$ cat src/rtl/power_mode_sequencer_pkg.sv
package power_mode_sequencer_pkg;
  // Register byte offsets
  localparam logic [7:0] CTRL_OFS     = 8'h00;
  localparam logic [7:0] POINTER_OFS  = 8'h04;
  localparam logic [7:0] TIMING_OFS   = 8'h08;
  localparam logic [7:0] REGSTEP_OFS  = 8'h0c;
  localparam logic [7:0] STATUS_OFS   = 8'h10;
  // Control register fields
  localparam int SYSTEM_DOMAIN_PIN_BIT    = 0;
  localparam int POWER_DOMAIN_PIN_BIT    = 1;
  localparam int THIRD_BIT     = 2;
  localparam int FREEZE_EN_BIT = 3;
  localparam int STANDBY_BIT   = 4;
  localparam int DEFSUP_BIT    = 5;
  localparam int INT_FAST_BIT  = 6;
  localparam int HOST_FAST_BIT = 7;
  localparam int WD_USE_BIT    = 8;
  localparam int RELOAD_EN_BIT = 9;
  localparam int CTRL_W        = 10;
  localparam logic [CTRL_W-1:0] CTRL_RST = 10'h000;
  // Pointer register fields, four bits each
  localparam int FIRST_END_POS  = 0;
  localparam int SECOND_END_POS = 4;
  localparam int LAST_STEP_POS  = 8;
  localparam int PART_STOP_POS  = 12;
  localparam int RETRY_POS      = 16;
  localparam logic [19:0] POINTER_RST = 20'h3ff73;
  // Timing register fields
  localparam int SLOT_POS  = 0;
  localparam int EMPTY_POS = 8;
  // Slot delay code 3 gives 128 us in 32 us units
  localparam logic [15:0] TIMING_RST = 16'h0303;
  // Regulator step pointers, stay-on bits, auxiliary pointer
  localparam int STAYON_POS = 16;
  localparam int AUX_POS    = 20;
  localparam logic [23:0] REGSTEP_RST = 24'h000000;
  // Status register fields
  localparam int ST_STEP_POS  = 2;
  localparam int ST_FROZEN    = 7;
  localparam int ST_LAST_IRQ  = 8;
  localparam int ST_RETRY_POS = 12;
  // Timing
  localparam int CLK_MHZ     = 40;
  localparam int UNIT_US     = 32;
  localparam int UNIT_CYCLES = UNIT_US * CLK_MHZ;
  localparam int STEPS       = 16;
  // Power modes
  typedef enum logic [1:0] {MODE_RESET, MODE_POWERDOWN, MODE_SYSTEM, MODE_ACTIVE} mode_type;
endpackage : power_mode_sequencer_pkg
$ cat src/rtl/power_mode_sequencer.sv
// The register addresses and the address-and-strobe port were chosen for this implementation.
`timescale 1ns/1ps
// What this block does
// Leave ACTIVE when system request and level wake both drop, or on short press
// Watchdog timeouts count retries down, then freeze
// Next mode from power, system and wake inputs
// Freeze released when wakes drop or reset mode
// Freeze enable bit and programmable retry limit
// Shutdown runs power-down then enters reset mode
// Fast shutdown bits skip sequencer delays
// ACTIVE only after sequence and watchdog ready
// Sixteen steps, period 32 us to 8.192 ms
// Step up to last step, interrupt there
// Pointer beyond last step or aux at 0 ignored
// Stay-on regulators switch to B on power-down
// Slot delay, separate delay for empty slots
// Reload slot delays at each power-up start
// Optional partial reload, then first stage
// Wait after first stage for power request
// Second stage ends in ACTIVE with watchdog
// Software bit starts third stage up to last
// Steps beyond last step are disabled
// Reverse to first end, step 0, or jump on timeout
// Partial power-down stops at partial pointer
// Enable on the way up, disable on the way down
// Step 0 default supplies only with control set
module power_mode_sequencer
  import power_mode_sequencer_pkg::*;
#(
  parameter int NREG = 4
)(
  // Clock and reset
  input  wire logic            clk_sys_in,
  input  wire logic            nrst_in,
  // Register port
  input  wire logic [7:0]      addr_in,
  input  wire logic [31:0]     wdata_in,
  input  wire logic            wr_in,
  input  wire logic            rd_in,
  output logic      [31:0]     rdata_out,
  // Host pins and system events
  input  wire logic            system_domain_pin_in,
  input  wire logic            power_domain_pin_in,
  input  wire logic            level_wake_input_in,
  input  wire logic            power_button_short_in,
  input  wire logic            external_reset_request_pin_n_in,
  input  wire logic            internal_fault_in,
  input  wire logic            watchdog_timeout_in,
  input  wire logic            watchdog_enabled_in,
  // Nonvolatile memory values
  input  wire logic [7:0]      nvm_slot_delay_in,
  input  wire logic [7:0]      nvm_empty_slot_delay_in,
  input  wire logic            nvm_system_preset_in,
  input  wire logic            nvm_power_preset_in,
  output logic                 partial_nvm_read_out,
  // Controlled functions
  output logic [NREG-1:0]      reg_enable_out,
  output logic [NREG-1:0]      reg_b_select_out,
  output logic                 aux_function_out,
  output logic [1:0]           mode_out,
  output logic                 interrupt_request_pin_n_out
);

  // ****************************************
  // Registers and request terms
  // ****************************************
  logic [CTRL_W-1:0] ctrl_r;       // Control bits
  logic [19:0]       ptr_r;        // Stage pointers and retry limit
  logic [15:0]       timing_r;     // Slot and empty-slot delays
  logic [23:0]       regstep_r;    // Regulator pointers
  logic [4:0]        pos_r;        // Steps done; 0 means none
  logic [18:0]       tmr_r;        // Cycles spent in current slot
  logic [3:0]        retry_r;      // Remaining watchdog retries
  logic              irq_r;        // Last step reached, sticky
  logic              shut_r;       // Shutdown to reset pending
  logic              shut_fast_r;  // Shutdown skips delays
  logic              in_reset_r;   // Reset mode
  logic              btn_block_r;  // Short press forced power-down
  logic              reloaded_r;   // Power-up start handled
  logic              ext_prev_r;   // Previous reset request level
  logic [NREG-1:0]   reached_r;    // Stay-on regulator has been switched on
  mode_type          mode_r;       // Current power mode
  logic [31:0]       rdata_r;      // Read data
  logic              pread_r;      // Partial reload pulse

  wire [3:0] first_end  = ptr_r[FIRST_END_POS +: 4];
  wire [3:0] second_end = ptr_r[SECOND_END_POS +: 4];
  wire [3:0] last_step  = ptr_r[LAST_STEP_POS +: 4];
  wire [3:0] part_stop  = ptr_r[PART_STOP_POS +: 4];
  wire [3:0] aux_ptr    = regstep_r[AUX_POS +: 4];

  // Requests come from pin, register or preset
  wire sys_req = system_domain_pin_in | ctrl_r[SYSTEM_DOMAIN_PIN_BIT] | nvm_system_preset_in;
  wire pwr_req = power_domain_pin_in | ctrl_r[POWER_DOMAIN_PIN_BIT] | nvm_power_preset_in;
  wire wake    = (sys_req | level_wake_input_in) & ~btn_block_r;
  wire frozen  = ctrl_r[FREEZE_EN_BIT] & (retry_r == 4'h0);
  wire ext_fall = ext_prev_r & ~external_reset_request_pin_n_in;

  // Cap an end pointer at the last step
  function automatic logic [4:0] cap_pos(input logic [3:0] e, input logic [3:0] l);
    cap_pos = (e > l) ? {1'b0, l} + 5'h01 : {1'b0, e} + 5'h01;
  endfunction : cap_pos

  // Slot length in cycles for a delay code
  function automatic logic [18:0] slot_cycles(input logic [7:0] code);
    slot_cycles = 19'((code + 9'h001) * UNIT_CYCLES);
  endfunction : slot_cycles

  // ****************************************
  // Target position
  // ****************************************
  logic [4:0] floor_pos;
  logic [4:0] tgt_pos;
  // Where the sequencer heads for under present requests
  always_comb
  begin
    floor_pos = ctrl_r[STANDBY_BIT] ? {1'b0, part_stop} + 5'h01 : 5'h00;
    if (shut_r || in_reset_r)
      tgt_pos = 5'h00;
    else if (frozen || !wake)
      tgt_pos = floor_pos;
    else if (!pwr_req)
      tgt_pos = cap_pos(first_end, last_step);
    else if (!ctrl_r[THIRD_BIT])
      tgt_pos = cap_pos(second_end, last_step);
    else
      tgt_pos = {1'b0, last_step} + 5'h01;
  end

  // ****************************************
  // Slot timing
  // ****************************************
  logic       going_up;
  logic [3:0] slot_idx;
  logic       slot_used;
  logic [18:0] slot_len;
  logic       fast;
  logic       hold;
  // Select delay of the slot being entered or left
  always_comb
  begin
    going_up = tgt_pos > pos_r;
    slot_idx = going_up ? pos_r[3:0] : 4'(pos_r - 5'h01);
    slot_used = (aux_ptr == slot_idx);
    for (int i = 0; i < NREG; i++)
      slot_used = slot_used | (regstep_r[4*i +: 4] == slot_idx);

    slot_len = slot_used ? slot_cycles(timing_r[SLOT_POS +: 8])
                         : slot_cycles(timing_r[EMPTY_POS +: 8]);
    fast = shut_r & shut_fast_r;
    // Stepping waits while a power-up start is still being handled
    hold = (pos_r == floor_pos) && going_up && !reloaded_r;
  end

  // Step counter and slot timer
  always_ff @(posedge clk_sys_in or negedge nrst_in)
  begin
    if (!nrst_in)
    begin
      pos_r <= 5'h00;
      tmr_r <= 19'h00000;
    end
    else if (watchdog_timeout_in)
    begin
      pos_r <= 5'h00;
      tmr_r <= 19'h00000;
    end
    else if (pos_r == tgt_pos || hold)
      tmr_r <= 19'h00000;
    else if (fast || tmr_r >= slot_len - 19'h00001)
    begin

      pos_r <= going_up ? pos_r + 5'h01 : pos_r - 5'h01;
      tmr_r <= 19'h00000;
    end
    else
      tmr_r <= tmr_r + 19'h00001;
  end

  // Power-up start: reload delays and partial read
  always_ff @(posedge clk_sys_in or negedge nrst_in)
  begin
    if (!nrst_in)
    begin
      reloaded_r <= 1'b0;
      pread_r    <= 1'b0;
    end
    else
    begin
      pread_r <= hold & ctrl_r[RELOAD_EN_BIT];
      if (hold)
        reloaded_r <= 1'b1;
      else if (pos_r == floor_pos && tgt_pos == floor_pos)
        reloaded_r <= 1'b0;
    end
  end

  // ****************************************
  // Shutdown, reset mode and freeze
  // ****************************************
  // Shutdown requests, reset mode entry and exit
  always_ff @(posedge clk_sys_in or negedge nrst_in)
  begin
    if (!nrst_in)
    begin
      shut_r      <= 1'b0;
      shut_fast_r <= 1'b0;
      in_reset_r  <= 1'b0;
      ext_prev_r  <= 1'b1;
    end
    else
    begin
      ext_prev_r <= external_reset_request_pin_n_in;
      if (!shut_r && !in_reset_r && (internal_fault_in || ext_fall))
      begin
        shut_r      <= 1'b1;

        shut_fast_r <= (internal_fault_in & ctrl_r[INT_FAST_BIT]) |
                       (ext_fall & ctrl_r[HOST_FAST_BIT]);
      end
      else if (shut_r && pos_r == 5'h00)
      begin
        shut_r     <= 1'b0;
        in_reset_r <= 1'b1;
      end
      else if (in_reset_r && external_reset_request_pin_n_in)
        in_reset_r <= 1'b0;
    end
  end

  // Retry counter with freeze release
  always_ff @(posedge clk_sys_in or negedge nrst_in)
  begin
    if (!nrst_in)
      retry_r <= POINTER_RST[RETRY_POS +: 4];
    else if (in_reset_r || (!level_wake_input_in && !sys_req))
      retry_r <= ptr_r[RETRY_POS +: 4];
    else if (watchdog_timeout_in && retry_r != 4'h0)
      retry_r <= retry_r - 4'h1;
  end

  // Short press in ACTIVE blocks wakes until they all drop
  always_ff @(posedge clk_sys_in or negedge nrst_in)
  begin
    if (!nrst_in)
      btn_block_r <= 1'b0;
    else if (power_button_short_in && mode_r == MODE_ACTIVE)
      btn_block_r <= 1'b1;
    else if (!sys_req && !level_wake_input_in)
      btn_block_r <= 1'b0;
  end

  // ****************************************
  // Mode and outputs
  // ****************************************
  // Mode follows the position reached
  always_ff @(posedge clk_sys_in or negedge nrst_in)
  begin
    if (!nrst_in)
      mode_r <= MODE_POWERDOWN;
    else if (in_reset_r)
      mode_r <= MODE_RESET;
    else if (pos_r >= cap_pos(second_end, last_step) && pwr_req && wake &&
             (!ctrl_r[WD_USE_BIT] || watchdog_enabled_in))
      mode_r <= MODE_ACTIVE;
    else if (pos_r >= cap_pos(first_end, last_step) && wake)
      mode_r <= MODE_SYSTEM;
    else
      mode_r <= MODE_POWERDOWN;
  end

  logic [NREG-1:0] on_cond;
  logic            aux_cond;
  // Function enable from pointer and position
  always_comb
  begin
    for (int i = 0; i < NREG; i++)
    begin
      if (regstep_r[4*i +: 4] > last_step)
        on_cond[i] = 1'b0;
      else if (regstep_r[4*i +: 4] == 4'h0)
        on_cond[i] = ctrl_r[DEFSUP_BIT] & ~in_reset_r;
      else
        on_cond[i] = pos_r > {1'b0, regstep_r[4*i +: 4]};
    end
    // Auxiliary pointer at zero disables the function
    aux_cond = (aux_ptr != 4'h0) && (aux_ptr <= last_step) &&
               (pos_r > {1'b0, aux_ptr});
  end

  // Regulator, B-select and function outputs
  always_ff @(posedge clk_sys_in or negedge nrst_in)
  begin
    if (!nrst_in)
    begin
      reached_r        <= '0;
      reg_enable_out   <= '0;
      reg_b_select_out <= '0;
      aux_function_out <= 1'b0;
    end
    else
    begin
      for (int i = 0; i < NREG; i++)
      begin
        if (in_reset_r || !regstep_r[STAYON_POS + i])
          reached_r[i] <= 1'b0;
        else if (on_cond[i])
          reached_r[i] <= 1'b1;
      end
      // Stay-on regulators keep running on their B setting
      reg_enable_out   <= on_cond | (reached_r & ~{NREG{in_reset_r}});
      reg_b_select_out <= reached_r & ~on_cond & ~{NREG{in_reset_r}};
      aux_function_out <= aux_cond & ~in_reset_r;
    end
  end

  wire at_last = going_up && tgt_pos == {1'b0, last_step} + 5'h01 &&
                 pos_r == {1'b0, last_step} && (fast || tmr_r >= slot_len - 19'h00001);

  // Last-step flag; set beats a write-one clear
  always_ff @(posedge clk_sys_in or negedge nrst_in)
  begin
    if (!nrst_in)
      irq_r <= 1'b0;
    else if (at_last && !hold && !watchdog_timeout_in)
      irq_r <= 1'b1;
    else if (wr_in && addr_in == STATUS_OFS && wdata_in[ST_LAST_IRQ])
      irq_r <= 1'b0;
  end

  // ****************************************
  // Register port
  // ****************************************
  // Writes; power-up start reloads the delays over software
  always_ff @(posedge clk_sys_in or negedge nrst_in)
  begin
    if (!nrst_in)
    begin
      ctrl_r    <= CTRL_RST;
      ptr_r     <= POINTER_RST;
      timing_r  <= TIMING_RST;
      regstep_r <= REGSTEP_RST;
    end
    else
    begin
      if (wr_in && addr_in == CTRL_OFS)
        ctrl_r <= wdata_in[CTRL_W-1:0];
      if (wr_in && addr_in == POINTER_OFS)
        ptr_r <= wdata_in[19:0];
      if (hold)
        timing_r <= {nvm_empty_slot_delay_in, nvm_slot_delay_in};
      else if (wr_in && addr_in == TIMING_OFS)
        timing_r <= wdata_in[15:0];
      if (wr_in && addr_in == REGSTEP_OFS)
        regstep_r <= wdata_in[23:0];
    end
  end

  // Read data, valid in the cycle after the strobe
  always_ff @(posedge clk_sys_in or negedge nrst_in)
  begin
    if (!nrst_in)
      rdata_r <= 32'h00000000;
    else if (rd_in)
    begin
      unique case (addr_in)
        CTRL_OFS:    rdata_r <= {22'h000000, ctrl_r};
        POINTER_OFS: rdata_r <= {12'h000, ptr_r};
        TIMING_OFS:  rdata_r <= {16'h0000, timing_r};
        REGSTEP_OFS: rdata_r <= {8'h00, regstep_r};
        STATUS_OFS:  rdata_r <= {16'h0000, retry_r, 3'h0, irq_r, 1'b0,
                                 pos_r, mode_r};
        default:     rdata_r <= 32'h00000000;
      endcase
    end
    else
      rdata_r <= 32'h00000000;
  end

  assign rdata_out                   = rdata_r;
  assign mode_out                    = mode_r;
  assign partial_nvm_read_out        = pread_r;
  assign interrupt_request_pin_n_out = ~irq_r;
endmodule : power_mode_sequencer

$ cat config.mk
export PLATFORM = sky130hd
export DESIGN_NAME = power_mode_sequencer
export DESIGN_NICKNAME = d
export VERILOG_FILES = /design/src/rtl/power_mode_sequencer_pkg.sv /design/src/rtl/power_mode_sequencer.sv
export SDC_FILE = /design/constraint.sdc
export NUM_CORES = 1
export LEC_CHECK = 0
export ABC_AREA = 1
export BUFFER_PORTS_ARGS = -buffer_cell sky130_fd_sc_hd__buf_2
export CAP_MARGIN = 20
export CORE_MARGIN = 3
export CORE_UTILIZATION = 49
export CTS_BUF_LIST = sky130_fd_sc_hd__clkbuf_16
export DETAILED_ROUTE_END_ITERATION = 8
export GPL_ROUTABILITY_DRIVEN = 0
export PLACE_DENSITY = 0.73
export RECOVER_POWER = 25
export SLEW_MARGIN = 20
export SYNTH_ARGS = -nofsm -noshare
export SYNTH_HDL_FRONTEND = slang
export SYNTH_SLANG_ARGS = --single-unit
$ cat constraint.sdc
create_clock -name clk_sys_in -period 13.3 [get_ports clk_sys_in]
set_clock_uncertainty 0.05 [all_clocks]
set_input_delay 0.665 -clock clk_sys_in [delete_from_list [all_inputs] [get_ports clk_sys_in]]
set_output_delay 0.665 -clock clk_sys_in [all_outputs]
set_load 0.1 [all_outputs]
After elaboration in Yosys (flattened, before gate mapping)
Cells that the tools add are included.
Storage, ports and cells
  register bits: 153
  bits of input ports: 70
  output and inout port bits: 45
  word-level logic and storage cells: 224
Cells by class
  add/subtract/negate cells: 11
  $mul: 2
  $lt $le $gt $ge: 16
  equality and inequality tests: 16
  muxes and demuxes: 51
  bitwise gates (word level): 30
  reductions and logical operators: 74
Operator list (count)
  $pmux 24 s5: 1
  $mux 19: 4
  $mux 5: 11
  $mux 16: 2
  $mux 32: 1
  $logic_and 1x1->1: 27
  $mux 1: 26
  $gt 5x4->1: 5
  $gt 4x4->1: 6
  $reduce_bool 2->1: 12
  $mul 9x3->11 const B: 2
  $add 4x1->5 const B: 4
  $eq 4x4->1: 5
  $eq 5x5->1: 4
  $logic_not 4->1: 5
  $add 19x1->19 const B: 1
  $ge 19x19->1: 1
  $sub 19x1->19 const B: 1
  $add 8x1->9 const B: 2
  $eq 8x4->1 const B: 2
  $logic_not 1->1: 13
  $and 4x4->4: 3
  $mux 4: 3
  $logic_or 1x1->1: 11
  other kinds (21): 48

Depth between registers and ports, before layout
Gate-level depths: netlist of the first run.
  word-level depth: 23
  gate-level depth with buffers: 49
  gate-level depth less buffers: 48

Worst setup path before layout of the first run
OpenSTA, ideal clock, no wires.
  path type: register to register
  start: reg ptr_r[11]
  end: reg tmr_r[17]
  library setup time: 0.067 ns
  data arrival time: 6.036 ns
  data required time: 13.183 ns
  path slack: 7.148 ns
  cell stages (with the launch flop): 45
  path buffers: 2
  clock period less this slack: 6.152 ns
  cell sequence: dfstp_2 > inv_1 > ha_1 > nand2_1 > o21ai_0 > nand2_1 > o21ai_0 > nand2_1 > o211ai_1 > o211ai_1 > nand3_1 > inv_1 > ha_1 > nand2_1 > inv_1 > nand2_1 > nand3_4 > nand2_8 > [... 9 more ...] > nand2_2 > nand2_2 > ha_1 > nand2_4 > nor2_4 > nand2_1 > nand2_1 > nand2_1 > ha_1 > a21oi_1 > nor2_1 > a211oi_1 > o211ai_1 > nor2_1 > o211ai_1 > nor3_1 > clkbuf_1 > and3b_1
Between the ends
  cells in the longest elaborated chain, start to end: 20
  elaborated cells between the ends (all ways): 31
  classes of those cells: add/sub: 2; order compare: 4; eq/ne: 6; mux: 11; bitwise: 4; reduce/logical: 4
RTL lines
  from (decl): RTL line power_mode_sequencer.sv:68  | logic [19:0] ptr_r;
  from (signal assigned): RTL line power_mode_sequencer.sv:349  | ptr_r <= wdata_in[19:0];
  $add 4x1->5 or $gt 4x4->1 (tied branches): RTL line power_mode_sequencer.sv:101, power_mode_sequencer.sv:127
  $mux 5: RTL line power_mode_sequencer.sv:101  | cap_pos = (e > l) ? {1'b0, l} + 5'h01 : {1'b0, e} + 5'h01;
  $mux 5: RTL line power_mode_sequencer.sv:124  | else if (!ctrl_r[THIRD_BIT])
  $mux 5 (*): RTL line power_mode_sequencer.sv:122  | else if (!pwr_req)
  $mux 5 (*): RTL line power_mode_sequencer.sv:120  | else if (frozen || !wake)
  $mux 5 (*): RTL line power_mode_sequencer.sv:118  | if (shut_r || in_reset_r)
  $gt 5x5->1: RTL line power_mode_sequencer.sv:142  | going_up = tgt_pos > pos_r;
  $mux 4: RTL line power_mode_sequencer.sv:143  | slot_idx = going_up ? pos_r[3:0] : 4'(pos_r - 5'h01);
  $eq 4x4->1, on equally long branches: RTL line power_mode_sequencer.sv:144, power_mode_sequencer.sv:146
  $or 1x1->1 (4 in series): RTL line power_mode_sequencer.sv:146  | slot_used = slot_used | (regstep_r[4*i +: 4] == slot_idx);
  $mux 19: RTL line power_mode_sequencer.sv:148  | slot_len = slot_used ? slot_cycles(timing_r[SLOT_POS +: 8])
  $sub 19x1->19: RTL line power_mode_sequencer.sv:170  | else if (fast || tmr_r >= slot_len - 19'h00001)
  $ge 19x19->1: RTL line power_mode_sequencer.sv:170
  $logic_or 1x1->1: RTL line power_mode_sequencer.sv:170
  $mux 19: RTL line power_mode_sequencer.sv:170
  $mux 19 (*): RTL line power_mode_sequencer.sv:168  | else if (pos_r == tgt_pos || hold)
  $mux 19 (*): RTL line power_mode_sequencer.sv:163  | else if (watchdog_timeout_in)
  to (signal assigned): RTL line power_mode_sequencer.sv:177  | tmr_r <= tmr_r + 19'h00001;
  to (decl): RTL line power_mode_sequencer.sv:72  | logic [18:0] tmr_r;
Every way passes the cells marked *; elsewhere a longest branch is shown, timed or not.
A chain may end at the register's enable or synchronous reset.

Final worst setup path of the first run
  start: reg ptr_r[10]
  end: reg tmr_r[17]
The elaborated chain is that of the path after synthesis.

==> results.json, run 1 <==
{
  "cts_made_buffers": 17,
  "drv_slew": 148,
  "die_h_um": 154,
  "synth-seq-area-share": 0.340,
  "final_common_cell": "nand2_1",
  "cp-end-kind": "flop",
  "cts_tree": "done",
  "max_freq_mhz": 122,
  "grt_max_degree": 82,
  "violations": "max-capacitance violations, max-slew violations",
  "p_sw_frac": 0.554,
  "core_area_mm2": 0.0213,
  "antenna_found_initial": 0,
  "clkPwrFrac": 0.140,
  "layout_common_cells": "292 x nand2_1, 205 x inv_1, 122 x dfrtp_1, 113 x ha_1, 108 x o21ai_0",
  "hold_viol": 0,
  "drv_cap": 2,
  "row_count": 53,
  "cpMaxStageDelayCell": "nor3_2",
  "port_buffers": 98,
  "p_leak_uw": 0.00617,
  "cp.required_ps": 13620,
  "p_int_uw": 1530,
  "ctsHoldBuffers": 0,
  "holdWs_ps": 305,
  "num-fill-cells": 1965,
  "outcome": "complete, but fails checks",
  "crit_top_cell": "nand2_1",
  "cts.sinks": 145,
  "ys_async_sr_fraction": 1.00,
  "synth_seq_cells": 145,
  "worstHoldEndpoint": "ext_prev_r$_DFF_PN1_",
  "initialDrtViolationCount": 976,
  "design.die.area_mm2": 0.0238,
  "dr.pass1.iters": 6,
  "ctsRootBufferMaster": "clkbuf_16",
  "cts.path.max_buffers": 2,
  "track_usage": 0.269,
  "min_path_type": "primary input to flop",
  "wl_um": 32100,
  "rsz0062_at_grt": "false",
  "setup_viol": 0,
  "fin_nets": 1693,
  "startpoint": "ptr_r[10]$_DFFE_PN1P_",
  "grt_pass1_vias": 9624,
  "hold_depth": 1,
  "postRouteAntennaNets": 0,
  "initial_core_util": 0.506,
  "ff2ff_setup_slack_ps": 5090,
  "critPathMaxStageDelay_ps": 710,
  "grt_pass1_wl_um": 51000,
  "netlist_area_mm2": 0.0108,
  "arrival_ps": 8530,
  "multiInputGateArea_mm2": 0.00617,
  "power_frac_seq": 0.178,
  "layout_min_cycle_time_ps": 8210,
  "cp-start-kind": "flop",
  "tns_ps": 0,
  "dp_hpwl_um": 23700,
  "h-tree-depth": 4,
  "fp.dieW_um": 154,
  "worst_r2r_path_depth": 41,
  "antennaDiodeCount": 0,
  "slew_headroom": -1.77,
  "ys_warn_count": 0,
  "cts.repair.resized": 0,
  "routed_via_density": 5.71,
  "area_delta_synth_final_pct": 12.1,
  "avgSynthCellArea_um2": 7.60,
  "synth_cells": 1416,
  "final_util": 0.567,
  "register_area_mm2": 0.00366,
  "min_period_over_period": 0.617,
  "p_comb_frac": 0.683,
  "pin_count": 115,
  "cts.clk_slew.worst_paths_ps": 70,
  "cts_setup_buffers": 0,
  "worstHoldStart": "external_reset_request_pin_n_in",
  "switching_power_uw": 1900,
  "num_vias": 10300,
  "synth_flop_cell": "dfrtp_1",
  "ir_drop_mv": 0.226,
  "route.detailed.drc": 0,
  "regToRegEndpoint": "tmr_r[17]$_DFF_PN0_",
  "power_uw": 3430,
  "powerDensity_mw_per_mm2": 284,
  "clock_latency_ps": 430,
  "crit_fanout": 13,
  "synth-edff-count": 0,
  "drive_gt1_frac": 0.137,
  "routedWlPerCell_um": 17.9,
  "yosysUniqueCellTypes": 52,
  "tightest_slew_ps": 4150,
  "worstSetupPathType": "flop to flop",
  "reg2reg_from": "ptr_r[10]$_DFFE_PN1P_",
  "grt_overflow_total": 0
}
==> worst max path at each step <==
stage                                      to  depth (start not counted)
after floorplan           tmr_r[17]$_DFF_PN0_                         44
after global placement    tmr_r[17]$_DFF_PN0_                         42
after detailed placement  tmr_r[11]$_DFF_PN0_                         42
after CTS                 tmr_r[17]$_DFF_PN0_                         42
after global routing      tmr_r[17]$_DFF_PN0_                         42
final                     tmr_r[17]$_DFF_PN0_                         41
==> per-stage QoR <==
step                      cell area, um2  setup slack, ps  cells
after floorplan                    10800             7150   1423
after global placement             11500             5200   1764
after detailed placement           11500             5010   1764
after CTS                          12100             4890   1796
after global routing               12100             4530   1796
final                              12100             5090   1796
==> metal layers <==
metal  vias up  track usage  wire [um]  part of all wire
met5         -            0          0                 0
met1      4777        0.373      13800              0.43
met4         0        0.126       1460             0.045
met3        90       0.0492       2780             0.087
met2       503        0.410      14100              0.44
li1       4891            -          -                 -
==> cells in the mapped netlist (14+ instances only) <==
cell | instances | share of area
xor2_1 | 36 | 0.029
clkbuf_1 | 25 | 0.0087
o22ai_1 | 14 | 0.0081
o211ai_1 | 22 | 0.015
inv_1 | 205 | 0.071
dfrtp_1 | 122 | 0.28
nand2_2 | 18 | 0.010
nor3_1 | 16 | 0.0074
nand2_1 | 293 | 0.10
a21oi_1 | 70 | 0.033
ha_1 | 113 | 0.13
dfstp_2 | 23 | 0.056
nand3_1 | 86 | 0.040
o21ai_0 | 109 | 0.051
nand4_1 | 25 | 0.015
nor2_1 | 107 | 0.037
==> registers in the layout, summed over array words and instances, names as in the netlist, 5 cells and up <==
signal	count
timing_r	16
tmr_r	19
ctrl_r	10
regstep_r	24
pos_r	5
rdata_out	24
ptr_r	20
==> power by group through the flow <==
stage | Combinational [uW] | Clock (uW) | Sequential [uW]
global route | 2600 | 502 | 616
detailed placement | 2270 | 0 | 613
CTS | 2290 | 480 | 606
global placement | 2210 | 0 | 613
finish | 2340 | 478 | 609
floorplan | 1750 | 0 | 617
==> critical path, delay by kind of cell, from the launching register on <==
| family | cells | cell delay (ps) |
|---|---|---|
| AND/OR/NAND/NOR | 27 | 4070 |
| AO/OA/AOI/OAI | 8 | 1780 |
| adder cells (fa/ha/maj) | 4 | 1250 |
| flip-flops | 1 | 620 |
| buffers and inverters | 2 | 370 |
==> layout make-up <==
class                   instances  area share
clock buffers                  17      0.0352
clock inverters                15      0.0123
well taps                     275      0.0285
inverters                     213      0.0662
flip-flops and latches        145       0.303
repair buffers                103      0.0432
multi-input cells            1028       0.511
==> cells by family after synthesis <==
logic type / count (synthesis) / synth area share
adder cells (fa/ha/maj): 115 / 0.135
AO/OA/AOI/OAI: 263 / 0.142
AND/OR/NAND/NOR: 595 / 0.253
buffers and inverters: 250 / 0.0910
other: 1 / 0.000348
XOR/XNOR: 47 / 0.0389
flip-flops: 145 / 0.340
(Power assumes the default switching activity.)
==> inputs of run 2 (changes only) <==
--- a/config.mk
+++ b/config.mk
@@ -5,7 +5,7 @@
 export SDC_FILE = /design/constraint.sdc
 export NUM_CORES = 1
 export LEC_CHECK = 0
-export ABC_AREA = 1
+export ABC_AREA = 0
 export BUFFER_PORTS_ARGS = -buffer_cell sky130_fd_sc_hd__buf_2
 export CAP_MARGIN = 20
 export CORE_MARGIN = 3
==> constraint.sdc (replaced) <==
create_clock -name clk_sys_in -period 8.5 [get_ports clk_sys_in]
set_clock_uncertainty 0.05 [all_clocks]
set_input_delay 0.425 -clock clk_sys_in [delete_from_list [all_inputs] [get_ports clk_sys_in]]
set_output_delay 0.425 -clock clk_sys_in [all_outputs]
set_load 0.1 [all_outputs]
==> results.json, run 2 <==
{
  "powerDensity_mw_per_mm2": 322,
  "cts.sinks": 145,
  "routedWlPerCell_um": 20.3,
  "fin_nets": 1498,
  "dp_hpwl_um": 24600,
  "layout_common_cells": "122 x dfrtp_1, 112 x ha_1, 101 x nor2_1, 93 x buf_2, 78 x nand2_1",
  "netlist_area_mm2": 0.0113,
  "ff2ff_setup_slack_ps": 380,
  "min_path_type": "primary input to flop",
  "port_buffers": 98,
  "critical_path.top_delay_family": "simple AND/OR/NAND/NOR gates",
  "tightest_slew_ps": 3770,
  "antennaDiodeCount": 0,
  "grt_pass1_wl_um": 50500,
  "pin_count": 115,
  "wl_um": 32600,
  "cts.clk_slew.worst_paths_ps": 70,
  "p_sw_frac": 0.456,
  "initial_core_util": 0.507,
  "synth-seq-area-share": 0.324,
  "cts_made_buffers": 17,
  "yosysUniqueCellTypes": 88,
  "synth_most_common_cell": "dfrtp_1",
  "die_h_um": 158,
  "ctsRootBufferMaster": "clkbuf_16",
  "row_count": 54,
  "synth_largest_area_cell": "dfrtp_1",
  "grt_overflow_total": 0,
  "hold_viol": 0,
  "outcome": "complete, but fails checks",
  "arrival_ps": 8420,
  "power_frac_seq": 0.224,
  "p_int_uw": 2260,
  "track_usage": 0.260,
  "routed_via_density": 6.12,
  "drv_slew": 70,
  "regToRegEndpoint": "pos_r[3]$_DFFE_PN0P_",
  "reg2reg_from": "ptr_r[11]$_DFFE_PN1P_",
  "core_area_mm2": 0.0222,
  "crit_fanout": 7,
  "synth_area_leaders": "dfrtp_1 27%, ha_1 13%, dfstp_2 5.4%",
  "worstSetupPathType": "flop to flop",
  "synth-edff-count": 0,
  "layout_min_cycle_time_ps": 8120,
  "synth_top_area_share": 0.271,
  "cts_tree": "done",
  "cts.path.max_buffers": 2,
  "clkPwrFrac": 0.171,
  "ys_async_sr_fraction": 1.00,
  "route.detailed.drc": 0,
  "cp-end-kind": "flop",
  "dp.cells": 1568,
  "worstHoldStart": "external_reset_request_pin_n_in",
  "critPathMaxStageDelay_ps": 600,
  "num_vias": 9832,
  "drv_cap": 1,
  "power_uw": 4160,
  "cp.required_ps": 8800,
  "initialDrtViolationCount": 976,
  "synth_flop_cell": "dfrtp_1",
  "antenna_found_initial": 0,
  "dr.pass1.iters": 5,
  "area_delta_synth_final_pct": 14.8,
  "grt_max_degree": 78,
  "postRouteAntennaNets": 0,
  "max_freq_mhz": 123,
  "final_cells": 1606,
  "synth_seq_cells": 145,
  "yosys-top-cells-count": "122 x dfrtp_1, 113 x ha_1, 103 x nor2_1, 79 x nand2_1, 60 x o21ai_0",
  "clock_latency_ps": 440,
  "fp.dieW_um": 158,
  "h-tree-depth": 4,
  "design.die.area_mm2": 0.0249,
  "ys_warn_count": 0,
  "holdWs_ps": 107,
  "setup_viol": 0,
  "slew_headroom": -1.51,
  "hold_depth": 1,
  "grt_pass1_vias": 9545,
  "crit_buf_inv": 2,
  "p_leak_uw": 0.00615,
  "avgSynthCellArea_um2": 9.45,
  "worstHoldEndpoint": "ext_prev_r$_DFF_PN1_",
  "violations": "max-capacitance violations, max-slew violations",
  "cp-start-kind": "flop",
  "synth_cells": 1193,
  "worst_r2r_path_depth": 35,
  "switching_power_uw": 1900,
  "cpMaxStageDelayCell": "dfstp_2",
  "min_period_over_period": 0.955,
  "final_common_cell": "dfrtp_1",
  "ir_drop_mv": 0.237,
  "crit_top_cell": "ha_1",
  "drive_gt1_frac": 0.214,
  "p_comb_frac": 0.605
}
-- run 2: logic make-up (layout without fill, tap and decap cells) --
logic type,Yosys count,after routing,synth area share
adder cells (fa/ha/maj),115,115,0.129
AND/OR/NAND/NOR,368,368,0.165
XOR/XNOR,91,91,0.0719
flip-flops,145,145,0.324
buffers and inverters,110,236,0.0419
AO/OA/AOI/OAI,257,257,0.162
multiplexers,106,106,0.106
other,1,8,0.000333
-- run 2: repair_timing --
item,CTS,global route
endpoints found under the hold margin,48,0
endpoints found under the setup margin,2,25
pin swaps,0,8
resized for setup,1,25
cloned,0,0
setup buffers,0,4
hold buffers,1,0
-- run 2: final cells by class --
type | count | area, um2
Timing Repair Buffer | 149 | 882
Clock inverter | 15 | 124
Fill cell | 1919 | 9280
Tap cell | 280 | 350
Multi-Input combinational cell | 945 | 7300
Sequential cell | 145 | 3660
Inverter | 55 | 206
Clock buffer | 17 | 425
-- run 2: power by group through the flow --
stage / clock network (uW) / logic (uW) / registers, uW
floorplan: 0 / 1780 / 928
global placement: 0 / 2330 / 935
detailed placement: 0 / 2400 / 937
CTS: 719 / 2410 / 926
global route: 751 / 2800 / 943
finish: 713 / 2520 / 933
-- run 2: how the worst max path moves through the flow --
stage / cells past startpoint / start / endpoint
2_1_floorplan: 37 / ptr_r[10]$_DFFE_PN1P_ / pos_r[1]$_DFFE_PN0P_
3_3_place_gp: 34 / ptr_r[9]$_DFFE_PN1P_ / pos_r[1]$_DFFE_PN0P_
3_5_place_dp: 34 / ptr_r[9]$_DFFE_PN1P_ / pos_r[3]$_DFFE_PN0P_
4_1_cts: 34 / ptr_r[9]$_DFFE_PN1P_ / pos_r[3]$_DFFE_PN0P_
5_1_grt: 35 / ptr_r[9]$_DFFE_PN1P_ / pos_r[3]$_DFFE_PN0P_
6_report: 35 / ptr_r[11]$_DFFE_PN1P_ / pos_r[3]$_DFFE_PN0P_
-- run 2: metrics by stage --
stage / utilization / TNS [ps] / instance area (um2) / setup slack, ps
floorplan: - / 0 / 11300 / 636
global placement: 0.551 / 0 / 12200 / 375
detailed placement: 0.551 / 0 / 12200 / 104
CTS: 0.576 / 0 / 12800 / 74.7
global route: 0.582 / -0.522 / 12900 / -0.522
finish: 0.582 / 0 / 12900 / 380
-- run 2: layer usage --
| metal | GRT usage | part of all wire | routed length (um) | vias up |
|---|---|---|---|---|
| met1 | 0.350 | 0.43 | 14000 | 4766 |
| met5 | 0 | 0 | 0 | - |
| met2 | 0.417 | 0.46 | 15100 | 401 |
| met4 | 0.115 | 0.042 | 1360 | 0 |
| met3 | 0.0383 | 0.067 | 2180 | 77 |
| li1 | - | - | - | 4588 |
-- run 2: worst register-to-register path, delay by kind of cell, from the launching register on --
family | cells | cell delay (ps)
and+or+nand+nor | 17 | 3310
AOI/OAI and AO/OA | 7 | 1460
muxes | 4 | 1110
adders and majority gates | 4 | 1090
DFF | 1 | 600
buffers and inverters | 2 | 260
xor gates and xnor gates | 1 | 170
==> inputs of run 3 (changes only) <==
==> constraint.sdc (replaced) <==
create_clock -name clk_sys_in -period 8.5 [get_ports clk_sys_in]
set_clock_uncertainty 0.05 [all_clocks]
set_input_delay 0.425 -clock clk_sys_in [delete_from_list [all_inputs] [get_ports clk_sys_in]]
set_output_delay 0.425 -clock clk_sys_in [all_outputs]
set_load 0.01 [all_outputs]
==> results.json, run 3 (synthesis gave the netlist of run 2 again) <==
{
  "cts_tree": "done",
  "p_int_uw": 2260,
  "regToRegEndpoint": "pos_r[3]$_DFFE_PN0P_",
  "die_h_um": 158,
  "min_period_over_period": 0.954,
  "fp.dieW_um": 158,
  "grt_pass1_vias": 9545,
  "layout_min_cycle_time_ps": 8110,
  "cts_made_buffers": 17,
  "clock_latency_ps": 440,
  "critPathMaxStageDelay_ps": 600,
  "initial_core_util": 0.507,
  "min_path_type": "primary input to flop",
  "multiInputGateArea_mm2": 0.00731,
  "num_vias": 9815,
  "clkPwrFrac": 0.175,
  "postRouteAntennaNets": 0,
  "routedWlPerCell_um": 20.3,
  "initialDrtViolationCount": 945,
  "h-tree-depth": 4,
  "pre_cts_slack_ps": 104,
  "grt_pass1_wl_um": 50500,
  "dp.cells": 1568,
  "hold_depth": 1,
  "route.detailed.drc": 0,
  "tightest_slew_ps": 3760,
  "worstHoldStart": "external_reset_request_pin_n_in",
  "holdWs_ps": 102,
  "p_comb_frac": 0.597,
  "p_sw_frac": 0.447,
  "num-fill-cells": 1924,
  "worst_r2r_path_depth": 35,
  "cts.path.max_buffers": 2,
  "antennaDiodeCount": 0,
  "layout_common_cells": "122 x dfrtp_1, 112 x ha_1, 101 x nor2_1, 85 x buf_2, 78 x nand2_1",
  "fin_nets": 1498,
  "powerDensity_mw_per_mm2": 316,
  "core_area_mm2": 0.0222,
  "dp_hpwl_um": 24600,
  "cts.clk_slew.worst_paths_ps": 70,
  "dr.pass1.iters": 5,
  "cts.sinks": 145,
  "crit_top_cell": "ha_1",
  "ir_drop_mv": 0.220,
  "cpMaxStageDelayCell": "dfstp_2",
  "drive_gt1_frac": 0.210,
  "violations": "max-capacitance violations, max-slew violations",
  "grt_overflow_total": 0,
  "final_common_cell": "dfrtp_1",
  "drv_slew": 70,
  "pin_count": 115,
  "row_count": 54,
  "ff2ff_setup_slack_ps": 390,
  "max_freq_mhz": 123,
  "arrival_ps": 8410,
  "drv_cap": 1,
  "wl_um": 32700,
  "routed_via_density": 6.11,
  "crit_fanout": 7,
  "reg2reg_from": "ptr_r[11]$_DFFE_PN1P_",
  "cp-end-kind": "flop",
  "final_cells": 1606,
  "slew_headroom": -1.51,
  "area_delta_synth_final_pct": 14.8,
  "hold_viol": 0,
  "outcome": "complete, but fails checks",
  "worstSetupPathType": "flop to flop",
  "register_area_mm2": 0.00366,
  "setup_viol": 0,
  "ctsRootBufferMaster": "clkbuf_16",
  "p_leak_uw": 0.00612,
  "worstHoldEndpoint": "ext_prev_r$_DFF_PN1_",
  "startpoint": "ptr_r[11]$_DFFE_PN1P_",
  "port_buffers": 98,
  "setup_ws_ps": 387,
  "design.die.area_mm2": 0.0249,
  "tns_ps": 0,
  "switching_power_uw": 1830,
  "antenna_found_initial": 0,
  "power_frac_seq": 0.228,
  "track_usage": 0.260,
  "cp-start-kind": "flop",
  "grt_max_degree": 78,
  "cp.required_ps": 8800
}
[run 3: cell types whose count changed in the layout (fill, tap and decap cells not counted), sizes merged]
cell and delta:
clkbuf +7, buf -7
[run 3: worst max-delay path, delay by kind of cell, from the launching register on]
kind                       cells  cell delay (ps)
xor gates and xnor gates       1              170
buffers and inverters          2              260
muxes                          4             1110
AOI/OAI and AO/OA              7             1450
DFF                            1              600
and+or+nand+nor               17             3290
adders and majority gates      4             1090
[run 3: timing repair]
item	CTS	global route
hold buffers	1	0
endpoints found under the hold margin	48	0
endpoints found under the setup margin	2	25
setup buffers	0	4
gates resized for setup	1	25
pin swaps	0	8
[run 3: stage by stage]
| stage | power [uW] | utilization | cell area [um2] |
|---|---|---|---|
| 2_1_floorplan | 2630 | - | 11300 |
| 3_3_place_gp | 3190 | 0.551 | 12200 |
| 3_5_place_dp | 3260 | 0.551 | 12200 |
| 4_1_cts | 3980 | 0.576 | 12800 |
| 5_1_grt | 4420 | 0.582 | 12900 |
| 6_report | 4090 | 0.582 | 12900 |
[run 3: worst max-delay path by stage]
| stage | to | slack, ps | cells after the start |
|---|---|---|---|
| final | pos_r[3]$_DFFE_PN0P_ | 390 | 35 |
| after detailed placement | pos_r[3]$_DFFE_PN0P_ | 100 | 34 |
| after global placement | pos_r[1]$_DFFE_PN0P_ | 370 | 34 |
| after floorplan | pos_r[1]$_DFFE_PN0P_ | 640 | 37 |
| after CTS | pos_r[3]$_DFFE_PN0P_ | 70 | 34 |
| after global routing | pos_r[3]$_DFFE_PN0P_ | -0.5 | 35 |
[run 3: final cells by class]
class	count	area share
inverters	55	0.0159
multi-input cells	945	0.564
clock inverters	15	0.00957
well taps	280	0.0271
repair buffers	149	0.0677
flip-flops and latches	145	0.282
clock buffers	17	0.0329
[run 3: per-layer routing]
| metal | wire [um] | GRT usage | vias up |
|---|---|---|---|
| met2 | 15200 | 0.417 | 370 |
| met4 | 1360 | 0.115 | 0 |
| met3 | 2000 | 0.0383 | 77 |
| met1 | 14100 | 0.350 | 4784 |
| li1 | - | - | 4584 |
| met5 | 0 | 0 | - |
[run 3: power by group through the flow]
stage          combinational (uW)  clock, uW  sequential [uW]
2_1_floorplan                1760          0              868
3_3_place_gp                 2260          0              935
3_5_place_dp                 2320          0              937
4_1_cts                      2340        719              926
5_1_grt                      2720        751              944
6_report                     2440        714              934
